**src/hdl/gspwm_pkg.sv**
```systemverilog
package gspwm_pkg;

   // ---------------------------------------------------------------
   // Sizes
   // ---------------------------------------------------------------
   localparam int CHANNELS   = 16;
   localparam int GS_W       = 16;
   localparam int SEG_W      = 7;
   localparam int SEG_POS_W  = 9;
   localparam int ADDR_W     = 8;
   localparam int DATA_W     = 32;

   // ---------------------------------------------------------------
   // Register offsets (byte addresses)
   // ---------------------------------------------------------------
   localparam logic [ADDR_W-1:0] CTRL_OFS       = 8'h00;
   localparam logic [ADDR_W-1:0] STATUS_OFS     = 8'h04;
   localparam logic [ADDR_W-1:0] GS_STAGE_BASE  = 8'h40;
   localparam logic [ADDR_W-1:0] GS_SHOWN_BASE  = 8'h80;

   // ---------------------------------------------------------------
   // Field positions and reset values
   // ---------------------------------------------------------------
   localparam int CTRL_FIELD_LSB    = 0;
   localparam int CTRL_FIELD_W      = 4;
   localparam int STAT_COUNT_LSB    = 0;
   localparam int STAT_STATE_LSB    = 16;
   localparam int STAT_STATE_W      = 2;
   localparam int GS_FIELD_LSB      = 0;
   localparam logic [GS_W-1:0] COUNT_RESET = 16'h0000;
   localparam logic [GS_W-1:0] COUNT_LAST  = 16'hFFFF;

   typedef struct packed {
      logic autoRepeat;
      logic timingReset;
      logic spreadMode;
      logic outputDisable;
   } gspwm_ctrl_s;

   localparam gspwm_ctrl_s CTRL_RESET = 4'h1;

   // ---------------------------------------------------------------
   // Sequencer states, Gray along hold, run, end
   // ---------------------------------------------------------------
   typedef enum logic [1:0] {
      SEQ_HOLD = 2'h0,
      SEQ_RUN  = 2'h1,
      SEQ_END  = 2'h3
   } gspwm_state_e;

   localparam logic [1:0] RESP_OKAY   = 2'h0;
   localparam logic [1:0] RESP_SLVERR = 2'h2;

endpackage

```
**src/hdl/gspwm_channel.sv**
```systemverilog
`timescale 1ns/1ns
`default_nettype none

module gspwm_channel (
   input  wire logic [gspwm_pkg::GS_W-1:0] grayscaleValue,
   input  wire logic [gspwm_pkg::GS_W-1:0] position,
   input  wire logic                       spreadMode,
   input  wire logic                       enable,
   output logic                            on
);

   // ---------------------------------------------------------------
   // Segment split of the period position
   // ---------------------------------------------------------------
   logic [gspwm_pkg::SEG_W-1:0]       segment;
   logic [gspwm_pkg::SEG_W-1:0]       segmentRev;
   logic [gspwm_pkg::SEG_POS_W:0]     segPos;
   logic [gspwm_pkg::SEG_POS_W:0]     segOnTime;
   logic                              extraClock;
   logic                              spreadOn;
   logic                              plainOn;

   assign segment = position[gspwm_pkg::GS_W-1 -: gspwm_pkg::SEG_W];
   assign segPos  = {1'b0, position[gspwm_pkg::SEG_POS_W-1:0]};

   // Bit reversal interleaves the extra clocks so low values still flicker evenly
   genvar b;
   generate
      for (b = 0; b < gspwm_pkg::SEG_W; b++) begin : g_rev
         assign segmentRev[b] = segment[gspwm_pkg::SEG_W-1-b];
      end
   endgenerate

   assign extraClock = segmentRev < grayscaleValue[gspwm_pkg::SEG_W-1:0];
   assign segOnTime  = {1'b0, grayscaleValue[gspwm_pkg::GS_W-1 -: gspwm_pkg::SEG_POS_W]}
                       + {9'h000, extraClock};
   assign spreadOn   = segPos < segOnTime;
   assign plainOn    = position < grayscaleValue;
   assign on         = enable & (spreadMode ? spreadOn : plainOn);

endmodule

`default_nettype wire

```
**src/hdl/gspwm_sequencer.sv**
```systemverilog
// Functional notes
// - One 16-bit counter steps on each grayscale clock rising edge while counting.
// - Output disable forces the counter to zero and holds it there.
// - Mode bit zero gives plain PWM, one gives segmented spread PWM.
// - Each channel's on-time per period equals clock period times its value.
// - Output disable comes up set after reset, so outputs start off.
// - All sink outputs stay off while output disable is set.
// - Shift and grayscale latch contents are undefined until written.
// - First clock edge after enable counts to one, lighting nonzero channels.
// - Plain mode: on while counter at most value, off once it exceeds.
// - A zero grayscale value never lights its channel.
// - Counting starts after disable clears or on latch with timing reset.
// - Latch strobe with timing reset gives a one-shot internal disable pulse.
// - Auto repeat restarts the period at the 65,536th grayscale clock.
// - After a period ends outputs stay off until disable pulses or restart.
// - Spread mode splits the period into 128 segments.
// - Period runs from first to 65,536th grayscale clock after enabling.
// - Spread mode gives at most 512 clocks on-time per segment.
// - Value one lights segment one; value two adds segment sixty-five.
//
// Implementation choices: the AXI4-Lite slave port and the placing of the registers.
`timescale 1ns/1ns
`default_nettype none

module gspwm_sequencer (
   input  wire logic                                 sys_clk,
   input  wire logic                                 reset,
   input  wire logic                                 grayscaleRefClock,
   input  wire logic                                 latchStrobe,
   output logic [gspwm_pkg::CHANNELS-1:0]            sinkOutput,
   input  wire logic [gspwm_pkg::ADDR_W-1:0]         s_axi_awaddr,
   input  wire logic                                 s_axi_awvalid,
   output logic                                      s_axi_awready,
   input  wire logic [gspwm_pkg::DATA_W-1:0]         s_axi_wdata,
   input  wire logic [gspwm_pkg::DATA_W/8-1:0]       s_axi_wstrb,
   input  wire logic                                 s_axi_wvalid,
   output logic                                      s_axi_wready,
   output logic [1:0]                                s_axi_bresp,
   output logic                                      s_axi_bvalid,
   input  wire logic                                 s_axi_bready,
   input  wire logic [gspwm_pkg::ADDR_W-1:0]         s_axi_araddr,
   input  wire logic                                 s_axi_arvalid,
   output logic                                      s_axi_arready,
   output logic [gspwm_pkg::DATA_W-1:0]              s_axi_rdata,
   output logic [1:0]                                s_axi_rresp,
   output logic                                      s_axi_rvalid,
   input  wire logic                                 s_axi_rready
);

   // ---------------------------------------------------------------
   // Pin synchronisers
   // ---------------------------------------------------------------
   // Pins are filtered by requiring two stages to agree, so the pin
   // rate must stay well below a quarter of the system clock.
   logic [2:0] refClockSync;
   logic [2:0] latchSync;
   logic       refClockLevel;
   logic       latchLevel;
   logic       refClockRise;
   logic       latchRise;

   always_ff @(posedge sys_clk) begin
      if (reset) begin
         refClockSync  <= 3'h0;
         latchSync     <= 3'h0;
         refClockLevel <= 1'b0;
         latchLevel    <= 1'b0;
      end else begin
         refClockSync <= {refClockSync[1:0], grayscaleRefClock};
         latchSync    <= {latchSync[1:0], latchStrobe};
         if (refClockSync[1] == refClockSync[2]) begin
            refClockLevel <= refClockSync[2];
         end
         if (latchSync[1] == latchSync[2]) begin
            latchLevel <= latchSync[2];
         end
      end
   end

   assign refClockRise = (refClockSync[1] == refClockSync[2]) & refClockSync[2] & ~refClockLevel;
   assign latchRise    = (latchSync[1] == latchSync[2]) & latchSync[2] & ~latchLevel;

   // ---------------------------------------------------------------
   // Control register and grayscale latches
   // ---------------------------------------------------------------
   gspwm_pkg::gspwm_ctrl_s                ctrl;
   logic [gspwm_pkg::GS_W-1:0]            gsStage [gspwm_pkg::CHANNELS];
   logic [gspwm_pkg::GS_W-1:0]            gsShown [gspwm_pkg::CHANNELS];
   logic                                  latchRestart;

   // ---------------------------------------------------------------
   // Write channel
   // ---------------------------------------------------------------
   logic                                  awHeld;
   logic [gspwm_pkg::ADDR_W-1:0]          awAddrHeld;
   logic                                  wHeld;
   logic [gspwm_pkg::DATA_W-1:0]          wDataHeld;
   logic [gspwm_pkg::DATA_W/8-1:0]        wStrbHeld;
   logic                                  doWrite;
   logic                                  wrIsCtrl;
   logic                                  wrIsStage;
   logic                                  wrMapped;
   logic [3:0]                            wrIndex;

   assign s_axi_awready = ~awHeld;
   assign s_axi_wready  = ~wHeld;
   assign doWrite       = awHeld & wHeld & ~s_axi_bvalid;
   assign wrIndex       = awAddrHeld[5:2];
   assign wrIsCtrl      = awAddrHeld == gspwm_pkg::CTRL_OFS;
   assign wrIsStage     = awAddrHeld[7:6] == gspwm_pkg::GS_STAGE_BASE[7:6];
   assign wrMapped      = wrIsCtrl | wrIsStage | (awAddrHeld == gspwm_pkg::STATUS_OFS)
                          | (awAddrHeld[7:6] == gspwm_pkg::GS_SHOWN_BASE[7:6]);

   always_ff @(posedge sys_clk) begin
      if (reset) begin
         awHeld       <= 1'b0;
         wHeld        <= 1'b0;
         awAddrHeld   <= 8'h00;
         wDataHeld    <= 32'h00000000;
         wStrbHeld    <= 4'h0;
         s_axi_bvalid <= 1'b0;
         s_axi_bresp  <= gspwm_pkg::RESP_OKAY;
      end else begin
         if (s_axi_awvalid & s_axi_awready) begin
            awHeld     <= 1'b1;
            awAddrHeld <= {s_axi_awaddr[7:2], 2'b00};
         end
         if (s_axi_wvalid & s_axi_wready) begin
            wHeld     <= 1'b1;
            wDataHeld <= s_axi_wdata;
            wStrbHeld <= s_axi_wstrb;
         end
         if (doWrite) begin
            awHeld       <= 1'b0;
            wHeld        <= 1'b0;
            s_axi_bvalid <= 1'b1;
            s_axi_bresp  <= wrMapped ? gspwm_pkg::RESP_OKAY : gspwm_pkg::RESP_SLVERR;
         end else if (s_axi_bvalid & s_axi_bready) begin
            s_axi_bvalid <= 1'b0;
         end
      end
   end

   always_ff @(posedge sys_clk) begin
      if (reset) begin
         ctrl <= gspwm_pkg::CTRL_RESET;
      end else if (doWrite & wrIsCtrl & wStrbHeld[0]) begin
         ctrl <= wDataHeld[gspwm_pkg::CTRL_FIELD_LSB +: gspwm_pkg::CTRL_FIELD_W];
      end
   end

   // Grayscale data is left without reset; it is undefined until loaded
   always_ff @(posedge sys_clk) begin
      if (doWrite & wrIsStage) begin
         if (wStrbHeld[0]) begin
            gsStage[wrIndex][7:0] <= wDataHeld[7:0];
         end
         if (wStrbHeld[1]) begin
            gsStage[wrIndex][15:8] <= wDataHeld[15:8];
         end
      end
      if (latchRise) begin
         for (int i = 0; i < gspwm_pkg::CHANNELS; i++) begin
            gsShown[i] <= gsStage[i];
         end
      end
   end

   always_ff @(posedge sys_clk) begin
      if (reset) begin
         latchRestart <= 1'b0;
      end else begin
         latchRestart <= latchRise & ctrl.timingReset;
      end
   end

   // ---------------------------------------------------------------
   // Grayscale counter and period sequencer
   // ---------------------------------------------------------------
   gspwm_pkg::gspwm_state_e               state;
   gspwm_pkg::gspwm_state_e               next_state;
   logic [gspwm_pkg::GS_W-1:0]            count;
   logic [gspwm_pkg::GS_W-1:0]            next_count;
   logic [gspwm_pkg::GS_W-1:0]            position;
   logic                                  countEnable;

   always_comb begin
      next_state = state;
      next_count = count;
      if (ctrl.outputDisable) begin
         next_state = gspwm_pkg::SEQ_HOLD;
         next_count = gspwm_pkg::COUNT_RESET;
      end else if (latchRestart) begin
         next_state = gspwm_pkg::SEQ_RUN;
         next_count = gspwm_pkg::COUNT_RESET;
      end else begin
         unique case (state)
            gspwm_pkg::SEQ_HOLD: begin
               next_state = gspwm_pkg::SEQ_RUN;
            end
            gspwm_pkg::SEQ_RUN: begin
               if (refClockRise) begin
                  if (count == gspwm_pkg::COUNT_LAST) begin
                     next_count = gspwm_pkg::COUNT_RESET;
                     next_state = ctrl.autoRepeat ? gspwm_pkg::SEQ_RUN
                                                  : gspwm_pkg::SEQ_END;
                  end else begin
                     next_count = count + 16'h0001;
                  end
               end
            end
            gspwm_pkg::SEQ_END: begin
               next_state = gspwm_pkg::SEQ_END;
            end
            default: begin
               next_state = gspwm_pkg::SEQ_HOLD;
               next_count = gspwm_pkg::COUNT_RESET;
            end
         endcase
      end
   end

   always_ff @(posedge sys_clk) begin
      if (reset) begin
         state <= gspwm_pkg::SEQ_HOLD;
         count <= gspwm_pkg::COUNT_RESET;
      end else begin
         state <= next_state;
         count <= next_count;
      end
   end

   // Counter value n means the n-th clock of the period is in progress
   assign position    = count - 16'h0001;
   assign countEnable = (state == gspwm_pkg::SEQ_RUN) & (count != gspwm_pkg::COUNT_RESET)
                        & ~ctrl.outputDisable;

   // ---------------------------------------------------------------
   // Channel comparators
   // ---------------------------------------------------------------
   logic [gspwm_pkg::CHANNELS-1:0] channelOn;

   genvar c;
   generate
      for (c = 0; c < gspwm_pkg::CHANNELS; c++) begin : g_ch
         gspwm_channel u_channel (
            .grayscaleValue (gsShown[c]),
            .position       (position),
            .spreadMode     (ctrl.spreadMode),
            .enable         (countEnable),
            .on             (channelOn[c])
         );
      end
   endgenerate

   always_ff @(posedge sys_clk) begin
      if (reset) begin
         sinkOutput <= 16'h0000;
      end else begin
         sinkOutput <= channelOn;
      end
   end

   // ---------------------------------------------------------------
   // Read channel
   // ---------------------------------------------------------------
   logic [gspwm_pkg::DATA_W-1:0]  rdValue;
   logic [gspwm_pkg::DATA_W-1:0]  statusWord;
   logic                          rdMapped;
   logic                          rdIsStage;
   logic                          rdIsShown;
   logic [3:0]                    rdIndex;

   assign rdIndex    = s_axi_araddr[5:2];
   assign rdIsStage  = s_axi_araddr[7:6] == gspwm_pkg::GS_STAGE_BASE[7:6];
   assign rdIsShown  = s_axi_araddr[7:6] == gspwm_pkg::GS_SHOWN_BASE[7:6];
   assign statusWord = {14'h0000, state, count};
   assign rdMapped   = rdIsStage | rdIsShown
                       | (s_axi_araddr[7:2] == gspwm_pkg::CTRL_OFS[7:2])
                       | (s_axi_araddr[7:2] == gspwm_pkg::STATUS_OFS[7:2]);
   assign rdValue    = rdIsStage ? {16'h0000, gsStage[rdIndex]}
                     : rdIsShown ? {16'h0000, gsShown[rdIndex]}
                     : (s_axi_araddr[7:2] == gspwm_pkg::CTRL_OFS[7:2]) ? {28'h0000000, ctrl}
                     : (s_axi_araddr[7:2] == gspwm_pkg::STATUS_OFS[7:2]) ? statusWord
                     : 32'h00000000;
   assign s_axi_arready = ~s_axi_rvalid;

   always_ff @(posedge sys_clk) begin
      if (reset) begin
         s_axi_rvalid <= 1'b0;
         s_axi_rdata  <= 32'h00000000;
         s_axi_rresp  <= gspwm_pkg::RESP_OKAY;
      end else if (s_axi_arvalid & s_axi_arready) begin
         s_axi_rvalid <= 1'b1;
         s_axi_rdata  <= rdValue;
         s_axi_rresp  <= rdMapped ? gspwm_pkg::RESP_OKAY : gspwm_pkg::RESP_SLVERR;
      end else if (s_axi_rvalid & s_axi_rready) begin
         s_axi_rvalid <= 1'b0;
      end
   end

endmodule

`default_nettype wire

```
**config.mk**
```make
export PLATFORM = sky130hd
export DESIGN_NAME = gspwm_sequencer
export DESIGN_NICKNAME = d
export VERILOG_FILES = /design/src/hdl/gspwm_pkg.sv /design/src/hdl/gspwm_channel.sv /design/src/hdl/gspwm_sequencer.sv
export SDC_FILE = /design/constraint.sdc
export NUM_CORES = 1
export LEC_CHECK = 0
export ABC_AREA = 1
export BUFFER_PORTS_ARGS = -buffer_cell sky130_fd_sc_hd__buf_2
export CORE_ASPECT_RATIO = 0.9
export CORE_MARGIN = 3
export CORE_UTILIZATION = 60
export CTS_CLUSTER_SIZE = 20
export DETAILED_ROUTE_END_ITERATION = 10
export PLACE_DENSITY = 0.76
export SYNTH_ARGS = -nofsm -noshare
export SYNTH_HDL_FRONTEND = slang
export SYNTH_SLANG_ARGS = --single-unit
```
**constraint.sdc**
```tcl
create_clock -name sys_clk -period 15.74 [get_ports sys_clk]
set_clock_uncertainty 0.2 [all_clocks]
set_input_delay 1.574 -clock sys_clk [delete_from_list [all_inputs] [get_ports sys_clk]]
set_output_delay 1.574 -clock sys_clk [all_outputs]
set_load 0.005 [all_outputs]
```
; Yosys cells after proc, flatten, opt, wreduce, memory -nomap -nowiden
; Memories as Yosys holds them, arrays and structs flattened.
; Index checks and enable logic that the tools add are counted.
[totals]
register_bits = 111
ramBits = 512
input_bits = 61
output_inout_bits = 57
elab_cells = 208
memories = 2
[memory_table]
columns = memory, words, width, read_ports, rd_ports_with_merged_regs, wr, line_no
row1 = gsShown, 16, 16, 17, 0, 16, gspwm_sequencer.sv:88  ; logic [gspwm_pkg::GS_W-1:0] gsShown [gspwm_pkg::CHANNELS];
row2 = gsStage, 16, 16, 17, 0, 1, gspwm_sequencer.sv:87  ; logic [gspwm_pkg::GS_W-1:0] gsStage [gspwm_pkg::CHANNELS];
[classes]
add_sub_neg = 18
magnitude_cmp = 48
eq_ne = 15
n_mux = 42
bitwise = 47
n_reduce_logical = 13
[ops]
columns = operator, n
row1 = $lt A16 B16 Y1, 16
row2 = $add A9 B1 Y10, 16
row3 = $lt A9 B10 Y1, 16
row4 = $lt A7 B7 Y1, 16
row5 = $mux W18, 4
row6 = $and A1 B1 Y1, 33
row7 = $mux W16, 2
row8 = $pmux W16 S2, 1
row9 = $mux W1, 29
row10 = $add A16 B1 Y16 const B, 1
row11 = $eq A16 B16 Y1 const B, 1
row12 = $reduce_bool A16 Y1, 1
row13 = $sub A16 B1 Y16 const B, 1
row14 = $eq A6 B1 Y1 const B, 2
row15 = $mux W2, 5
row16 = $logic_not A8 Y1, 1
row17 = $not A1 Y1, 8
row18 = $eq A2 B1 Y1 const B, 3
row19 = $eq A2 B2 Y1 const B, 3
row20 = $logic_not A6 Y1, 1
row21 = $ne A3 B3 Y1 const B, 2
row22 = $or A1 B1 Y1, 6
row23 = $pmux W2 S3, 1
row24 = $reduce_and A2 Y1, 3
row25 = other kinds (6), 11

; Longest topological paths before layout
[depth]
depth_word = 6
mapped_depth = 27
depth_no_buf = 26

; Cells and area by module
; Synthesis repeated with hierarchy kept, for this count alone.
[hier_totals]
hier_cells = 4511
area_unflattened_um2 = 39359.0
[modules_own_cells]
columns = mod, instances, cells_per_inst, area_per_inst_um2, seq_area_each_um2
row1 = gspwm_sequencer, 1, 2247, 24674.9, 17276.6
row2 = gspwm_channel (g_ch[0].u_channel ...), 8, 141, 920.9, 0.0
row3 = gspwm_channel (g_ch[14].u_channel ...), 8, 142, 914.6, 0.0

; Least setup slack after synthesis
; No wires, ideal clock.
[synth_path]
kind = register -> register
start = register latchSync[1]
end = memory gsShown[0][0] (netlist name), enable pin
arrival_ns = 11.247
t_required_ns = 14.653
slack_ns = 3.405
stages_incl_launch_ff = 4
synth_period_minus_slack_ns = 12.335
cell_sequence = dfxtp_1 -> ha_1 -> inv_1 -> nor2_1
[synth_rtl]
columns = item, line_no
row1 = from (decl), gspwm_sequencer.sv:56  ; logic [2:0] latchSync;
row2 = from (signal assigned), gspwm_sequencer.sv:70  ; latchSync <= {latchSync[1:0], latchStrobe};
row3 = to (decl), gspwm_sequencer.sv:88

; Final worst setup path
[layout_path]
start = register count[2] (netlist name)
end = register sinkOutput[5] (netlist name)
[layout_between]
elab_chain_len = 6
[layout_lines]
columns = item, line_no
row1 = from (decl), gspwm_sequencer.sv:182  ; logic [gspwm_pkg::GS_W-1:0] count;
row2 = from (signal assigned), gspwm_sequencer.sv:226  ; count <= gspwm_pkg::COUNT_RESET;
row3 = from (signal assigned), gspwm_sequencer.sv:229  ; count <= next_count;
row4 = $sub A16 B1 Y16, gspwm_sequencer.sv:234  ; assign position = count - 16'h0001;
row5 = $lt A7 B7 Y1, gspwm_channel.sv:34  ; assign extraClock = segmentRev < grayscaleValue[gspwm_pkg::SEG_W-1:0];
row6 = $add A9 B1 Y10, gspwm_channel.sv:36  ; + {9'h000, extraClock};
row7 = $lt A9 B10 Y1, gspwm_channel.sv:37  ; assign spreadOn = segPos < segOnTime;
row8 = $mux W1, gspwm_channel.sv:39  ; assign on = enable & (spreadMode ? spreadOn : plainOn);
row9 = $and A1 B1 Y1 (*), gspwm_channel.sv:39
row10 = to (signal assigned), gspwm_sequencer.sv:260  ; sinkOutput <= channelOn;
row11 = to (decl), gspwm_sequencer.sv:30  ; output logic [gspwm_pkg::CHANNELS-1:0] sinkOutput,
; Every way passes the cells marked *; elsewhere a longest branch is shown, timed or not.
; A chain may end at the register's enable or synchronous reset.

==> impl_metrics.csv <==
group,metric,value,unit
cts,cts_setup_buffers,0,
cells_and_area,area.growth.synth_to_final,9.139,%
cts,cts_resized,0,
routing,wirelength,117.7,mm
yosys,synthTopCellsByArea,"edfxtp_1 (41%), ha_1 (17%), nand2_1 (9.8%), a21oi_1 (5.1%), dfxtp_1 (5.0%)",
worst_setup_path,cp.arrival,6.44,ns
cts,clk_path_buf_depth,3,
die,ios,118,
sta,rsz0062_at_grt,"no",
worst_hold_path,hold_class,"flip-flop to flip-flop",
worst_setup_path,critPathLaunchType,"flip-flop",
run_status,status,"finished clean",
yosys,yosysMostFrequentCell,"nand2_1",
sta,hold_viol,0,
cts,cts_root_buf,"clkbuf_16",
die,core_area,61760,sq um
yosys,ys_seq_area_frac,0.4574,
sta,tns,0,ns
worst_setup_path,path_class,"flip-flop to flip-flop",
global_route,grtUsageTotal,0.3525,
die,die_h,244.0,microns
yosys,ys_ff_latch,607,
cells_and_area,nets,4865,
worst_setup_path,endpoint_kind,"flip-flop",
die,start_util,0.6116,
worst_setup_path,rrSetupSlack,9.64,ns
power,power.total,0.003547,W
yosys,yosysWarnings,0,
routing,drt_pass1_iterations,8,
routing,ant_nets,0,
routing,drc,0,
routing,routedWlPerCell,22.69,microns
cts,h-tree-depth,2,
cts,clk_latency,0.67,ns
cts,cts.sinks,607,
cts,postCtsHoldBufs,0,
global_route,grt_start_max_net_pins,76,
cts,cts_buffers,61,
cells_and_area,final_util,0.6675,
flow_run,max-cap-violations,0,
yosys,yosysUniqueCellTypes,41,
power,peakVddDrop,0.1057,mV
sta,relSlewSlack,0.1867,
cells_and_area,drive_above_1_share,0.06023,
sta,max_freq,0.1638,GHz
global_route,overflow,0,
cells_and_area,fill_cells,4953,
yosys,synth_top_area_cell,"edfxtp_1",
routing,via_per_inst,6.034,
routing,vias,31297,
placement,hpwl,80.55,mm
yosys,synth-edff-count,512,
die,rows,86,
power,cellLeakagePower,17.37,nW
worst_setup_path,worst-endpoint-required,16.08,ns
yosys,synth_area,37770,sq um
sta,slew_viol_final,0,
die,die_area,66010,sq um
yosys,ys.flop_type,"edfxtp_1",
die,die_x,270.5,microns
sta,tightestPinTransition,1.220,ns
sta,fin_hold_ws,0.2127,ns
cells_and_area,layout.cells.non_filler,5187,
cts,path_clk_slew,0.06,ns
sta,min_period,6.104,ns
placement,dp.cells,5071,
placement,io_buffer_count,79,
yosys,synth_top_area_frac,0.4070,
placement,place_congestion,0.9402,
yosys,synthArstFlopShare,0,
sta,setup_viol,0,
yosys,synth_commonest_cells,"nand2_1 (984), edfxtp_1 (512), ha_1 (506)",
worst_setup_path,crit_fanout,32,
sta,final.period_utilization,0.3878,
global_route,grt_pass1_wl,176.4,mm
yosys,syn_area_per_cell,8.886,sq um
power,power_density,86.04,nW/um^2
cts,tritoncts,"built",
yosys,synth_cells,4251,
routing,dr.first_iter.drc_count,3976,
global_route,grt_pass1_vias,29560,
global_route,grt_antenna_before_repair,7,
## worst paths after layout
| path | from | endpoint | depth (start not counted) |
|---|---|---|---|
| worst max-delay path | count[2] | sinkOutput[5] | 24 |
| worst min-delay path | latchSync[0] | latchSync[1] | 2 |
| worst max register to register | count[2] | sinkOutput[5] | 24 |
| worst min register to register | latchSync[0] | latchSync[1] | 2 |
## flip-flops by register name, summed over array words and instances, names as in the netlist, 2 cells and up
name and count:
refClockSync 3, wStrbHeld 2, wDataHeld 16, count 16
awAddrHeld 6, s_axi_rdata 18, gsShown 256, ctrl 4
gsStage 256, sinkOutput 16, state 2, latchSync 3
## area by class of cell
class,instances,area [sq um],share of cell area
diodes,1,2.502,0.00006070
well taps,836,1046,0.02537
multi-input cells,3083,18490,0.4486
clock buffers,69,1577,0.03824
clock inverters,46,546.8,0.01326
inverters,432,1624,0.03940
repair buffers,113,659.4,0.01599
flip-flops and latches,607,17280,0.4191
## cell families (layout without fill, tap and decap cells)
group,Yosys count,count (layout),synth area share
AOI/OAI and AO/OA,636,636,0.08944
xor gates and xnor gates,119,119,0.02759
adders and majority gates,506,506,0.1676
buffers and inverters,576,660,0.06058
DFF,607,607,0.4574
other,1,17,0.00009928
and+or+nand+nor,1806,1806,0.1973
## layer usage
metal / GRT usage / part of all wire
met2: 0.5379 / 0.43
met4: 0.1962 / 0.062
met3: 0.08967 / 0.13
met5: 0 / 0.00058
met1: 0.4612 / 0.38
## worst max-delay path, cell delays in order (launching register included)
cell	delay [ns]
dfxtp_1	0.40
inv_1	0.16
nand3_1	0.28
nor3_1	0.65
nand3_1	0.30
xor2_4	0.20
buf_4	0.53
ha_1	0.37
a21oi_1	0.16
o21ai_1	0.11
a21oi_1	0.46
ha_1	0.36
nand3_1	0.17
nor2_1	0.14
nand2_1	0.12
xor2_1	0.16
ha_1	0.33
nand4_1	0.09
or2_2	0.29
nand2_1	0.11
nand2_1	0.06
nand2_1	0.05
nand2_1	0.04
a21oi_1	0.12
nor2_1	0.06
## where the power goes
part,internal (W),switching [W]
Clock,0.000890,0.000673
Combinational,0.0000516,0.000152
Sequential,0.00175,0.0000315
Total,0.00269,0.000856
## stage by stage
stage | worst slack (ns) | cell area, sq um
floorplan | 3.405 | 37830
global placement | 9.917 | 39100
detailed placement | 9.809 | 39100
CTS | 9.746 | 41220
global route | 9.307 | 41220
finish | 9.636 | 41220
## layout by cell type, fill, tap and decap left out, drive strengths merged
master	instances
nor4	11
nor3b	1
o21a	19
nand4	66
o21ai	178
nand2	985
o211a	1
xnor2	19
inv	435
conb	16
nor2	402
buf	113
o211ai	41
dfxtp	95
nand3	289
a22oi	2
a21o	1
diode	1
clkinvlp	13
o21bai	1
clkbuf	69
xor2	100
ha	506
a32oi	1
nor3	32
or2	17
edfxtp	512
o2111a	2
nand3b	2
a211oi	3
a31oi	2
a21oi	385
bufinv	10
and3	1
clkinv	20
Power figures use the tool's default switching activity.
